--- src/logic/dsmc_pkg.sv ---
// constants, states and carrier structs of the drive safety monitor
// assumes a single 25 MHz clock domain and synchronous configuration inputs
package dsmc_pkg;
   localparam int CLK_FREQ_HZ = 25_000_000;
   localparam int HZ_PER_MHZ  = 1_000_000;
   localparam int CYC_PER_US  = CLK_FREQ_HZ / HZ_PER_MHZ;
   localparam int DATA_W      = 32;
   localparam int DELAY_W     = 16;
   localparam int LEVELS      = 4;

   typedef enum logic [2:0] {
      ST_LOAD       = 3'h0,
      ST_CHECK      = 3'h1,
      ST_INHIBIT    = 3'h2,
      ST_RUN        = 3'h3,
      ST_FS_CH1_OFF = 3'h4,
      ST_FS_BRAKE   = 3'h5,
      ST_FS_HOLD    = 3'h6
   } dsmc_state_type;

   // speed values are unsigned units/s, positions signed units
   typedef struct packed {
      logic                                auto_restart;
      logic                                pos_mon_en;
      logic                                spd_mon_en;
      logic                                frozen_mon_en;
      logic                                fs_delayed;
      logic [DELAY_W-1:0]                  torque_off_delay_us;
      logic [DELAY_W-1:0]                  brake_delay_us;
      logic [DATA_W-1:0]                   max_speed_limit;
      logic [LEVELS-1:0][DATA_W-1:0]       limited_speed_level;
      logic [DATA_W-1:0]                   normalised_top_speed;
      logic signed [DATA_W-1:0]            full_travel_lo;
      logic signed [DATA_W-1:0]            full_travel_hi;
      logic signed [DATA_W-1:0]            monitored_range_lo;
      logic signed [DATA_W-1:0]            monitored_range_hi;
      logic [DATA_W-1:0]                   standstill_speed_tol;
      logic [DATA_W-1:0]                   standstill_pos_tol;
      logic [DATA_W-1:0]                   enc_pos_tol;
      logic [DATA_W-1:0]                   enc_speed_tol;
   } dsmc_cfg_type;

   typedef struct packed {
      logic signed [DATA_W-1:0] enc_pos;
      logic signed [DATA_W-1:0] enc_speed;
      logic signed [DATA_W-1:0] ref_speed;
      logic signed [DATA_W-1:0] set_pos;
   } dsmc_feed_type;

   // position lag monitor on, everything else off and zero
   localparam dsmc_cfg_type CFG_RESET = '{pos_mon_en: 1'b1, default: '0};
endpackage : dsmc_pkg

--- src/logic/dsmc_monitor.sv ---
// safety monitor of one servo axis: startup checks, encoder monitors, fail-safe reaction
// assumes CFG is stable while CFG_LOAD is high and all inputs are synchronous to CLK
`timescale 1ns/1ps

// Notes on behaviour
// auto restart enters operation alone; otherwise restart inhibit holds until acknowledged
// encoder position lag monitor, on by default, errors only while enabled
// encoder speed error monitor flags discrepancies only while enabled
// frozen setpoint monitor, off by default, flags a setpoint that stops changing
// default fail-safe drops both torque channels and engages brake at once
// delayed fail-safe drops channel one, then full torque and brake after delay
// delayed fail-safe drops channel two only after the brake engage delay
// holds maximum speed and four limited speed levels, default zero
// startup checks speed limits ascend; violation enters fail-safe immediately
// holds full travel and monitored range position limits, default zero
// startup checks position limits nest properly; violation enters fail-safe
// standstill judged against a configurable speed tolerance
// one position tolerance serves standstill and direction monitoring
// ordering checked once after load; fail-safe stays latched until reset
module dsmc_monitor #(
   parameter int FROZEN_CYCLES = 1000
) (
   input  wire logic                    CLK,
   input  wire logic                    RESET_N,
   input  wire dsmc_pkg::dsmc_cfg_type  CFG,
   input  wire logic                    CFG_LOAD,
   input  wire dsmc_pkg::dsmc_feed_type FEED,
   input  wire logic                    NET_LOSS,
   input  wire logic                    RESTART_ACK,
   output logic                         TORQUE_EN_CH1,
   output logic                         TORQUE_EN_CH2,
   output logic                         TORQUE_OFF_ALL,
   output logic                         BRAKE_CONTROL_ENGAGE,
   output logic                         FAILSAFE,
   output logic                         OPERATIONAL,
   output logic                         RESTART_INHIBIT,
   output logic                         POS_LAG_ERR,
   output logic                         SPEED_ERR,
   output logic                         FROZEN_ERR,
   output logic                         ORDER_ERR,
   output logic                         STANDSTILL_OK,
   output logic                         DIR_NEG_MOVE
);
   localparam int FRZ_W = $clog2(FROZEN_CYCLES + 1);

   typedef struct packed {
      dsmc_pkg::dsmc_state_type          st;
      dsmc_pkg::dsmc_cfg_type            cfg;
      logic [dsmc_pkg::DATA_W-1:0]       cnt;
      logic signed [dsmc_pkg::DATA_W-1:0] prev_set;
      logic [FRZ_W-1:0]                  frz_cnt;
      logic signed [dsmc_pkg::DATA_W-1:0] ss_ref;
      logic                              en1;
      logic                              en2;
      logic                              off_all;
      logic                              brake;
      logic                              failsafe;
      logic                              pos_err;
      logic                              spd_err;
      logic                              frz_err;
      logic                              order_err;
      logic                              standstill;
      logic                              dir_neg;
      logic                              op;
      logic                              inh;
   } dsmc_regs_type;

   dsmc_regs_type state_ff;
   dsmc_regs_type nxt_state;

   function automatic logic [dsmc_pkg::DATA_W-1:0] abs_diff(
      input logic signed [dsmc_pkg::DATA_W-1:0] a,
      input logic signed [dsmc_pkg::DATA_W-1:0] b
   );
      logic signed [dsmc_pkg::DATA_W:0] d;
      d = {a[dsmc_pkg::DATA_W-1], a} - {b[dsmc_pkg::DATA_W-1], b};
      return d[dsmc_pkg::DATA_W] ? dsmc_pkg::DATA_W'(-d) : dsmc_pkg::DATA_W'(d);
   endfunction : abs_diff

   function automatic logic [dsmc_pkg::DATA_W-1:0] us_to_cycles(
      input logic [dsmc_pkg::DELAY_W-1:0] us
   );
      return dsmc_pkg::DATA_W'(us) * dsmc_pkg::DATA_W'(dsmc_pkg::CYC_PER_US);
   endfunction : us_to_cycles

   // standstill tolerance below level four, levels falling from one to four, then top
   function automatic logic speed_order_ok(input dsmc_pkg::dsmc_cfg_type c);
      logic ok;
      ok = c.standstill_speed_tol <= c.limited_speed_level[dsmc_pkg::LEVELS-1];
      for (int i = 0; i < dsmc_pkg::LEVELS - 1; i++)
      begin
         ok = ok && (c.limited_speed_level[i+1] <= c.limited_speed_level[i]);
      end
      ok = ok && (c.limited_speed_level[0] <= c.max_speed_limit);
      return ok && (c.max_speed_limit <= c.normalised_top_speed);
   endfunction : speed_order_ok

   function automatic logic pos_order_ok(input dsmc_pkg::dsmc_cfg_type c);
      return (c.full_travel_lo <= c.monitored_range_lo) &&
             (c.monitored_range_lo <= c.monitored_range_hi) &&
             (c.monitored_range_hi <= c.full_travel_hi);
   endfunction : pos_order_ok

   logic lag_c;
   logic spd_dev_c;
   logic set_still_c;
   logic spd_in_c;
   logic order_ok_c;
   logic fault_c;

   always_comb
   begin
      nxt_state   = state_ff;
      lag_c       = abs_diff(FEED.enc_pos, FEED.set_pos) > state_ff.cfg.enc_pos_tol;
      spd_dev_c   = abs_diff(FEED.enc_speed, FEED.ref_speed) > state_ff.cfg.enc_speed_tol;
      set_still_c = FEED.set_pos == state_ff.prev_set;
      spd_in_c    = abs_diff(FEED.enc_speed, '0) <= state_ff.cfg.standstill_speed_tol;
      order_ok_c  = speed_order_ok(state_ff.cfg) && pos_order_ok(state_ff.cfg);
      fault_c     = 1'b0;

      // frozen detection counts identical setpoint samples
      nxt_state.prev_set = FEED.set_pos;
      if (!set_still_c)
         nxt_state.frz_cnt = '0;
      else if (state_ff.frz_cnt != FRZ_W'(FROZEN_CYCLES))
         nxt_state.frz_cnt = state_ff.frz_cnt + FRZ_W'(1);

      // reference follows the axis until the speed settles
      if (!spd_in_c)
         nxt_state.ss_ref = FEED.enc_pos;
      nxt_state.standstill = spd_in_c &&
         abs_diff(FEED.enc_pos, state_ff.ss_ref) <= state_ff.cfg.standstill_pos_tol;
      nxt_state.dir_neg = (state_ff.ss_ref > FEED.enc_pos) &&
         abs_diff(state_ff.ss_ref, FEED.enc_pos) > state_ff.cfg.standstill_pos_tol;

      // monitors act only in operation, each gated by its own enable
      if (state_ff.st == dsmc_pkg::ST_RUN)
      begin
         if (state_ff.cfg.pos_mon_en && lag_c)
         begin
            nxt_state.pos_err = 1'b1;
            fault_c = 1'b1;
         end
         if (state_ff.cfg.spd_mon_en && spd_dev_c)
         begin
            nxt_state.spd_err = 1'b1;
            fault_c = 1'b1;
         end
         if (state_ff.cfg.frozen_mon_en && set_still_c &&
             state_ff.frz_cnt == FRZ_W'(FROZEN_CYCLES))
         begin
            nxt_state.frz_err = 1'b1;
            fault_c = 1'b1;
         end
      end

      unique case (state_ff.st)
         dsmc_pkg::ST_LOAD:
         begin
            if (CFG_LOAD)
            begin
               nxt_state.cfg = CFG;
               nxt_state.st  = dsmc_pkg::ST_CHECK;
            end
         end
         dsmc_pkg::ST_CHECK:
         begin
            // evaluated once; a bad order never returns here before reset
            if (!order_ok_c)
            begin
               nxt_state.order_err = 1'b1;
               fault_c = 1'b1;
            end
            else
               nxt_state.st = dsmc_pkg::ST_INHIBIT;
         end
         dsmc_pkg::ST_INHIBIT:
         begin
            if (!NET_LOSS && (state_ff.cfg.auto_restart || RESTART_ACK))
            begin
               nxt_state.st    = dsmc_pkg::ST_RUN;
               nxt_state.en1   = 1'b1;
               nxt_state.en2   = 1'b1;
               nxt_state.brake = 1'b0;
               nxt_state.off_all = 1'b0;
            end
         end
         dsmc_pkg::ST_RUN:
         begin
            if (NET_LOSS && !fault_c)
            begin
               nxt_state.st      = dsmc_pkg::ST_INHIBIT;
               nxt_state.en1     = 1'b0;
               nxt_state.en2     = 1'b0;
               nxt_state.brake   = 1'b1;
               nxt_state.off_all = 1'b1;
            end
         end
         dsmc_pkg::ST_FS_CH1_OFF:
         begin
            nxt_state.cnt = state_ff.cnt + dsmc_pkg::DATA_W'(1);
            if (state_ff.cnt >= us_to_cycles(state_ff.cfg.torque_off_delay_us))
            begin
               nxt_state.off_all = 1'b1;
               nxt_state.brake   = 1'b1;
               nxt_state.cnt     = '0;
               nxt_state.st      = dsmc_pkg::ST_FS_BRAKE;
            end
         end
         dsmc_pkg::ST_FS_BRAKE:
         begin
            nxt_state.cnt = state_ff.cnt + dsmc_pkg::DATA_W'(1);
            if (state_ff.cnt >= us_to_cycles(state_ff.cfg.brake_delay_us))
            begin
               nxt_state.en2 = 1'b0;
               nxt_state.st  = dsmc_pkg::ST_FS_HOLD;
            end
         end
         dsmc_pkg::ST_FS_HOLD:
            nxt_state.st = dsmc_pkg::ST_FS_HOLD;
         default:
            fault_c = 1'b1;
      endcase

      // any fault lands here; later faults cannot restart the reaction
      if (fault_c && !state_ff.failsafe)
      begin
         nxt_state.failsafe = 1'b1;
         nxt_state.en1      = 1'b0;
         nxt_state.cnt      = '0;
         if (state_ff.cfg.fs_delayed)
            nxt_state.st = dsmc_pkg::ST_FS_CH1_OFF;
         else
         begin
            nxt_state.en2     = 1'b0;
            nxt_state.off_all = 1'b1;
            nxt_state.brake   = 1'b1;
            nxt_state.st      = dsmc_pkg::ST_FS_HOLD;
         end
      end

      // state flags registered so the decoded outputs still come from flops
      nxt_state.op  = nxt_state.st == dsmc_pkg::ST_RUN;
      nxt_state.inh = nxt_state.st == dsmc_pkg::ST_INHIBIT;
   end

   always_ff @(posedge CLK)
   begin
      if (!RESET_N)
      begin
         state_ff         <= '0;
         state_ff.st      <= dsmc_pkg::ST_LOAD;
         state_ff.cfg     <= dsmc_pkg::CFG_RESET;
         state_ff.brake   <= 1'b1;
         state_ff.off_all <= 1'b1;
      end
      else
         state_ff <= nxt_state;
   end

   assign TORQUE_EN_CH1        = state_ff.en1;
   assign TORQUE_EN_CH2        = state_ff.en2;
   assign TORQUE_OFF_ALL       = state_ff.off_all;
   assign BRAKE_CONTROL_ENGAGE = state_ff.brake;
   assign FAILSAFE             = state_ff.failsafe;
   assign OPERATIONAL          = state_ff.op;
   assign RESTART_INHIBIT      = state_ff.inh;
   assign POS_LAG_ERR          = state_ff.pos_err;
   assign SPEED_ERR            = state_ff.spd_err;
   assign FROZEN_ERR           = state_ff.frz_err;
   assign ORDER_ERR            = state_ff.order_err;
   assign STANDSTILL_OK        = state_ff.standstill;
   assign DIR_NEG_MOVE         = state_ff.dir_neg;

   property p_auto_restart;
      @(posedge CLK) disable iff (!RESET_N)
      state_ff.st == dsmc_pkg::ST_INHIBIT && state_ff.cfg.auto_restart && !NET_LOSS
      |=> OPERATIONAL && TORQUE_EN_CH1 && !BRAKE_CONTROL_ENGAGE;
   endproperty
   a_auto_restart: assert property (p_auto_restart) else $error("no auto restart");

   property p_inhibit_holds;
      @(posedge CLK) disable iff (!RESET_N)
      RESTART_INHIBIT && !state_ff.cfg.auto_restart && !RESTART_ACK
      |=> !OPERATIONAL && !TORQUE_EN_CH1;
   endproperty
   a_inhibit_holds: assert property (p_inhibit_holds) else $error("inhibit left");

   property p_pos_gate;
      @(posedge CLK) disable iff (!RESET_N)
      $rose(POS_LAG_ERR) |-> $past(state_ff.cfg.pos_mon_en) && $past(OPERATIONAL);
   endproperty
   a_pos_gate: assert property (p_pos_gate) else $error("lag error while off");

   property p_spd_gate;
      @(posedge CLK) disable iff (!RESET_N)
      OPERATIONAL && !FAILSAFE && state_ff.cfg.spd_mon_en && spd_dev_c
      |=> SPEED_ERR && FAILSAFE;
   endproperty
   a_spd_gate: assert property (p_spd_gate) else $error("speed error missed");

   property p_frozen;
      @(posedge CLK) disable iff (!RESET_N)
      $rose(FROZEN_ERR) |-> $past(state_ff.cfg.frozen_mon_en) && $past(set_still_c);
   endproperty
   a_frozen: assert property (p_frozen) else $error("bad frozen flag");

   property p_fs_immediate;
      @(posedge CLK) disable iff (!RESET_N)
      $rose(FAILSAFE) && !state_ff.cfg.fs_delayed
      |-> !TORQUE_EN_CH1 && !TORQUE_EN_CH2 && BRAKE_CONTROL_ENGAGE && TORQUE_OFF_ALL;
   endproperty
   a_fs_immediate: assert property (p_fs_immediate) else $error("slow stop");

   property p_fs_delayed;
      @(posedge CLK) disable iff (!RESET_N)
      $rose(FAILSAFE) && state_ff.cfg.fs_delayed && $past(OPERATIONAL)
      |-> !TORQUE_EN_CH1 && TORQUE_EN_CH2 && !BRAKE_CONTROL_ENGAGE;
   endproperty
   a_fs_delayed: assert property (p_fs_delayed) else $error("bad first stage");

   property p_ch2_waits;
      @(posedge CLK) disable iff (!RESET_N)
      state_ff.st == dsmc_pkg::ST_FS_BRAKE &&
      state_ff.cnt < us_to_cycles(state_ff.cfg.brake_delay_us)
      |=> TORQUE_EN_CH2 == $past(TORQUE_EN_CH2) && BRAKE_CONTROL_ENGAGE;
   endproperty
   a_ch2_waits: assert property (p_ch2_waits) else $error("channel two early");

   property p_hold_cfg;
      @(posedge CLK) disable iff (!RESET_N)
      state_ff.st == dsmc_pkg::ST_LOAD && CFG_LOAD |=> state_ff.cfg == $past(CFG);
   endproperty
   a_hold_cfg: assert property (p_hold_cfg) else $error("limits not held");

   property p_order;
      @(posedge CLK) disable iff (!RESET_N)
      state_ff.st == dsmc_pkg::ST_CHECK && !order_ok_c && !FAILSAFE
      |=> ORDER_ERR && FAILSAFE && !TORQUE_EN_CH1;
   endproperty
   a_order: assert property (p_order) else $error("order fault missed");

   property p_standstill;
      @(posedge CLK) disable iff (!RESET_N)
      STANDSTILL_OK |-> $past(spd_in_c);
   endproperty
   a_standstill: assert property (p_standstill) else $error("standstill while moving");

   property p_latched;
      @(posedge CLK) disable iff (!RESET_N)
      FAILSAFE |=> FAILSAFE [*2] ##0 !OPERATIONAL;
   endproperty
   a_latched: assert property (p_latched) else $error("fail-safe released");
endmodule : dsmc_monitor

--- config.mk ---
export PLATFORM = sky130hd
export DESIGN_NAME = dsmc_monitor
export DESIGN_NICKNAME = d
export VERILOG_FILES = /design/src/logic/dsmc_pkg.sv /design/src/logic/dsmc_monitor.sv
export SDC_FILE = /design/constraint.sdc
export NUM_CORES = 2
export LEC_CHECK = 0
export BUFFER_PORTS_ARGS = -buffer_cell sky130_fd_sc_hd__buf_2
export CORE_MARGIN = 1.5
export CORE_UTILIZATION = 30
export CTS_CLUSTER_DIAMETER = 60
export DETAILED_ROUTE_END_ITERATION = 6
export PLACE_DENSITY = 0.55
export SETUP_SLACK_MARGIN = 0.2
export SLEW_MARGIN = 20
export SYNTH_ARGS = -nofsm -noshare
export SYNTH_HDL_FRONTEND = slang
export SYNTH_SLANG_ARGS = --single-unit
--- constraint.sdc ---
create_clock -name CLK -period 8.95 [get_ports CLK]
set_clock_uncertainty 0.15 [all_clocks]
set_input_delay 1.3425 -clock CLK [delete_from_list [all_inputs] [get_ports CLK]]
set_output_delay 1.3425 -clock CLK [all_outputs]
set_load 0.01 [all_outputs]
==> results by group <==
Floorplanning
  • Die H: 403 um
  • Area of the die: 0.162 mm2
  • Die width: between 400 and 500 um
  • Top Ports: around 630
  • Site Rows: 146
  • Initial core utilization: 30.2%
  • Floorplan Core Area: about 0.16 mm2

Power
  • Max VDD drop: around 0.00019 V
  • Leakage power: ~25 nW
  • Pwr/cell area: 279 mW/mm2
  • Total chip power: around 16 mW

Setup path
  • CP arrival: 8.38 ns
  • Startpoint Class: input pin
  • Req. time, crit path: approximately 9.5 ns
  • Crit Path Category: in2reg
  • Max incr delay on CP: 0.57 ns
  • Reg2Reg Depth: 26
  • CP max-delay cell: o31ai_2
  • Crit path max fanout: 8
  • CP endpoint kind: flop

Clocking
  • CTS tree: yes
  • Worst-path clk slew: ~0.06 ns
  • Clock Sinks: roughly 610
  • Cts bufs inserted: 96
  • Post-CTS Setup Bufs: 0
  • Clock root cell: clkbuf_16
  • Cts hold-fix bufs: 0
  • # resized after CTS: 0
  • H-Tree Depth: 3
  • CTS Buffer Depth: 3
  • Clock Latency Late Sink: around 0.76 ns

Synthesis
  • Synth warn: 0
  • Async S/R FF share, synth: 0%
  • Syn nets: roughly 7800
  • Synth top area cells: dfxtp_1 (25%), ha_1 (19%), nand2_1 (9.7%)
  • Post-synth EDFFs: 0
  • Area leader, netlist: dfxtp_1
  • Ys flop type: dfxtp_1
  • Mapped Area: about 0.048 mm2
  • Yosys reg bits: slightly above 600
  • Yosys top cell area share: 25.4%
  • Avg Inst Size Synth: ~7.5 um2
  • Sequential element share of the synthesized area: between 20 and 30%
  • Synth Instances: roughly 6400
  • Yosys cell types: about 100

Route
  • Post-route ant nets: 0
  • Drt first-iter violations: about 2700
  • Average wire per cell in the routed design: between 15 and 20 um
  • Residual DRC count: 0
  • DR vias: between 40000 and 50000
  • Via density per instance: 5.02
  • Drt pass-1 iters: 6
  • Final WL: 175 mm

Timing
  • FMAX: roughly 0.13 GHz
  • Post-Route Setup TNS: 0 ns
  • Actual slew at the worst max-slew pin: 1.15 ns
  • Minimum clock period after layout: between 7 and 8 ns
  • Slew margin rel.: 22.6%
  • Final period utilization: between 80 and 90%
  • Hold Violations, Final: 0
  • Max-slew violations: 0
  • Setup violators final: 0
  • RSZ-0062 raised after global routing: no

Min path
  • Min-Delay Path Class: reg2reg
  • Hold Path Cell Cnt: 2

Layout
  • Design area: roughly 0.056 mm2
  • Fin cells: between 9000 and 10000
  • Layout cells sized above 1: ~13%
  • Area growth, synth to finish: 17.7%
  • Final nets: 8281

Global route
  • Gr usage total: between 20% and 30%
  • Initial antenna violation count: 56
  • First-pass GRT wire length: roughly 260 mm
  • Total grt overflow: 0
  • Largest net degree at the start of global routing: 206
  • Vias in the first global route: around 44000

Placement
  • DP Area: between 0.05 and 0.06 mm2
  • Dpl cells: around 8900
  • RePlAce Congestion: 0.918
  • PortBufs: between 600 and 700
  • DP Wirelength: roughly 140 mm

Flow run
  • MaxCap Viol Count: 0

Outcome
  • Status: completed
## kinds of logic (layout without fill, tap and decap cells)
family / count (synthesis) / after routing / share of synthesized area (%)
muxes: 45 / 45 / 0.948
other: 0 / 31 / 0
DFF: 607 / 607 / 25.4
adders and majority gates: 756 / 756 / 20.1
and+or+nand+nor: 2132 / 2132 / 20.1
AOI/OAI and AO/OA: 1545 / 1545 / 19.5
xor gates and xnor gates: 331 / 331 / 6.05
buffers and inverters: 985 / 1570 / 7.90
## per-stage QoR
stage / hold WS (ns) / util, % / worst slack [ns]
after global placement: 0.291 / 33.4 / 0.500
after detailed placement: 0.298 / 33.4 / 0.418
after CTS: 0.306 / 35.5 / 1.22
after floorplan: 0.286 / - / 1.61
after global routing: 0.319 / 35.5 / 0.667
final: 0.301 / 35.6 / 1.08
## critical path, delay by kind of cell
kind | cells | cell delay (ns)
adders and majority gates | 3 | 0.91
and+or+nand+nor | 8 | 2.07
xor gates and xnor gates | 2 | 0.38
AOI/OAI and AO/OA | 12 | 3.05
buffers and inverters | 4 | 0.64
## report_power, final
group | internal, mW | switching, mW | leakage (nW)
clock | 2.37 | 1.57 | 1.64
combinational | 3.14 | 4.82 | 18.4
sequential | 3.30 | 0.534 | 4.98
## sequential cells by signal, indices dropped and copies added (netlist names)
register and flops:
state_ff 594, BRAKE_CONTROL_ENGAGE 1, DIR_NEG_MOVE 1, FAILSAFE 1, FROZEN_ERR 1, OPERATIONAL 1
ORDER_ERR 1, POS_LAG_ERR 1, RESTART_INHIBIT 1, SPEED_ERR 1, STANDSTILL_OK 1, TORQUE_EN_CH1 1
TORQUE_EN_CH2 1, TORQUE_OFF_ALL 1
## final timing paths
kind                              start                    endpoint  slack [ns]
max                            FEED[96]      OPERATIONAL$_SDFF_PN0_        1.08
min          state_ff[164]$_SDFFE_PN0P_  state_ff[164]$_SDFFE_PN0P_        0.30
max reg2reg  state_ff[570]$_SDFFE_PN0P_      OPERATIONAL$_SDFF_PN0_        2.48
min reg2reg  state_ff[164]$_SDFFE_PN0P_  state_ff[164]$_SDFFE_PN0P_        0.30
## cells in the final DEF, fill, tap and decap left out, drive strengths merged, types with 55 or more instances in the layout
cell    count
nor2b      60
xor2      129
buf       650
o21ai     213
inv       761
dfxtp     607
nor2      263
a21o      189
clkbuf    130
xnor2     202
nand2b     55
nand4     128
nand2    1238
a21oi     799
ha        730
nand3      86
## per-layer routing
layer / track usage [%] / wire (um) / vias up
met5: 0 / 85 / -
met3: 2.51 / 7490 / 288
li1: - / - / 22900
met4: 8.11 / 6420 / 14
met2: 33.4 / 77600 / 1049
met1: 28.7 / 83100 / 21400
## cell type report
class,count,area (um2)
fillers,16900,102000
multi-input cells,4809,32000
flip-flops and latches,607,12200
repair buffers,650,3360
inverters,743,2800
clock buffers,130,2750
well taps,2072,2590
clock inverters,47,643
diodes,31,77.6
## cell usage after synthesis, types with 7 or more instances
library cell	count
xor2_1	129
and2_1	23
a211o_1	9
o21ai_0	209
nand4_1	128
or2_2	22
o211ai_1	32
a31oi_1	30
o21a_1	44
nand2_1	1238
dfxtp_1	607
nor4_1	38
and3_1	39
a221oi_1	7
nor4b_1	8
nand2b_1	55
nand3_1	86
a21oi_1	798
nor2b_1	60
o2111ai_1	11
clkbuf_1	225
or4_1	20
nor2_1	263
nor3_1	53
a211oi_1	33
ha_1	730
fa_1	26
a2111oi_0	8
a2bb2oi_1	7
o41ai_1	12
and4_1	14
or3_1	35
o31ai_1	33
o21bai_1	15
mux2i_1	42
a21boi_0	16
nor3b_1	9
a31o_2	10
a21o_1	185
xnor2_1	202
inv_1	741
No activity file was read; power rests on OpenSTA's default activity.
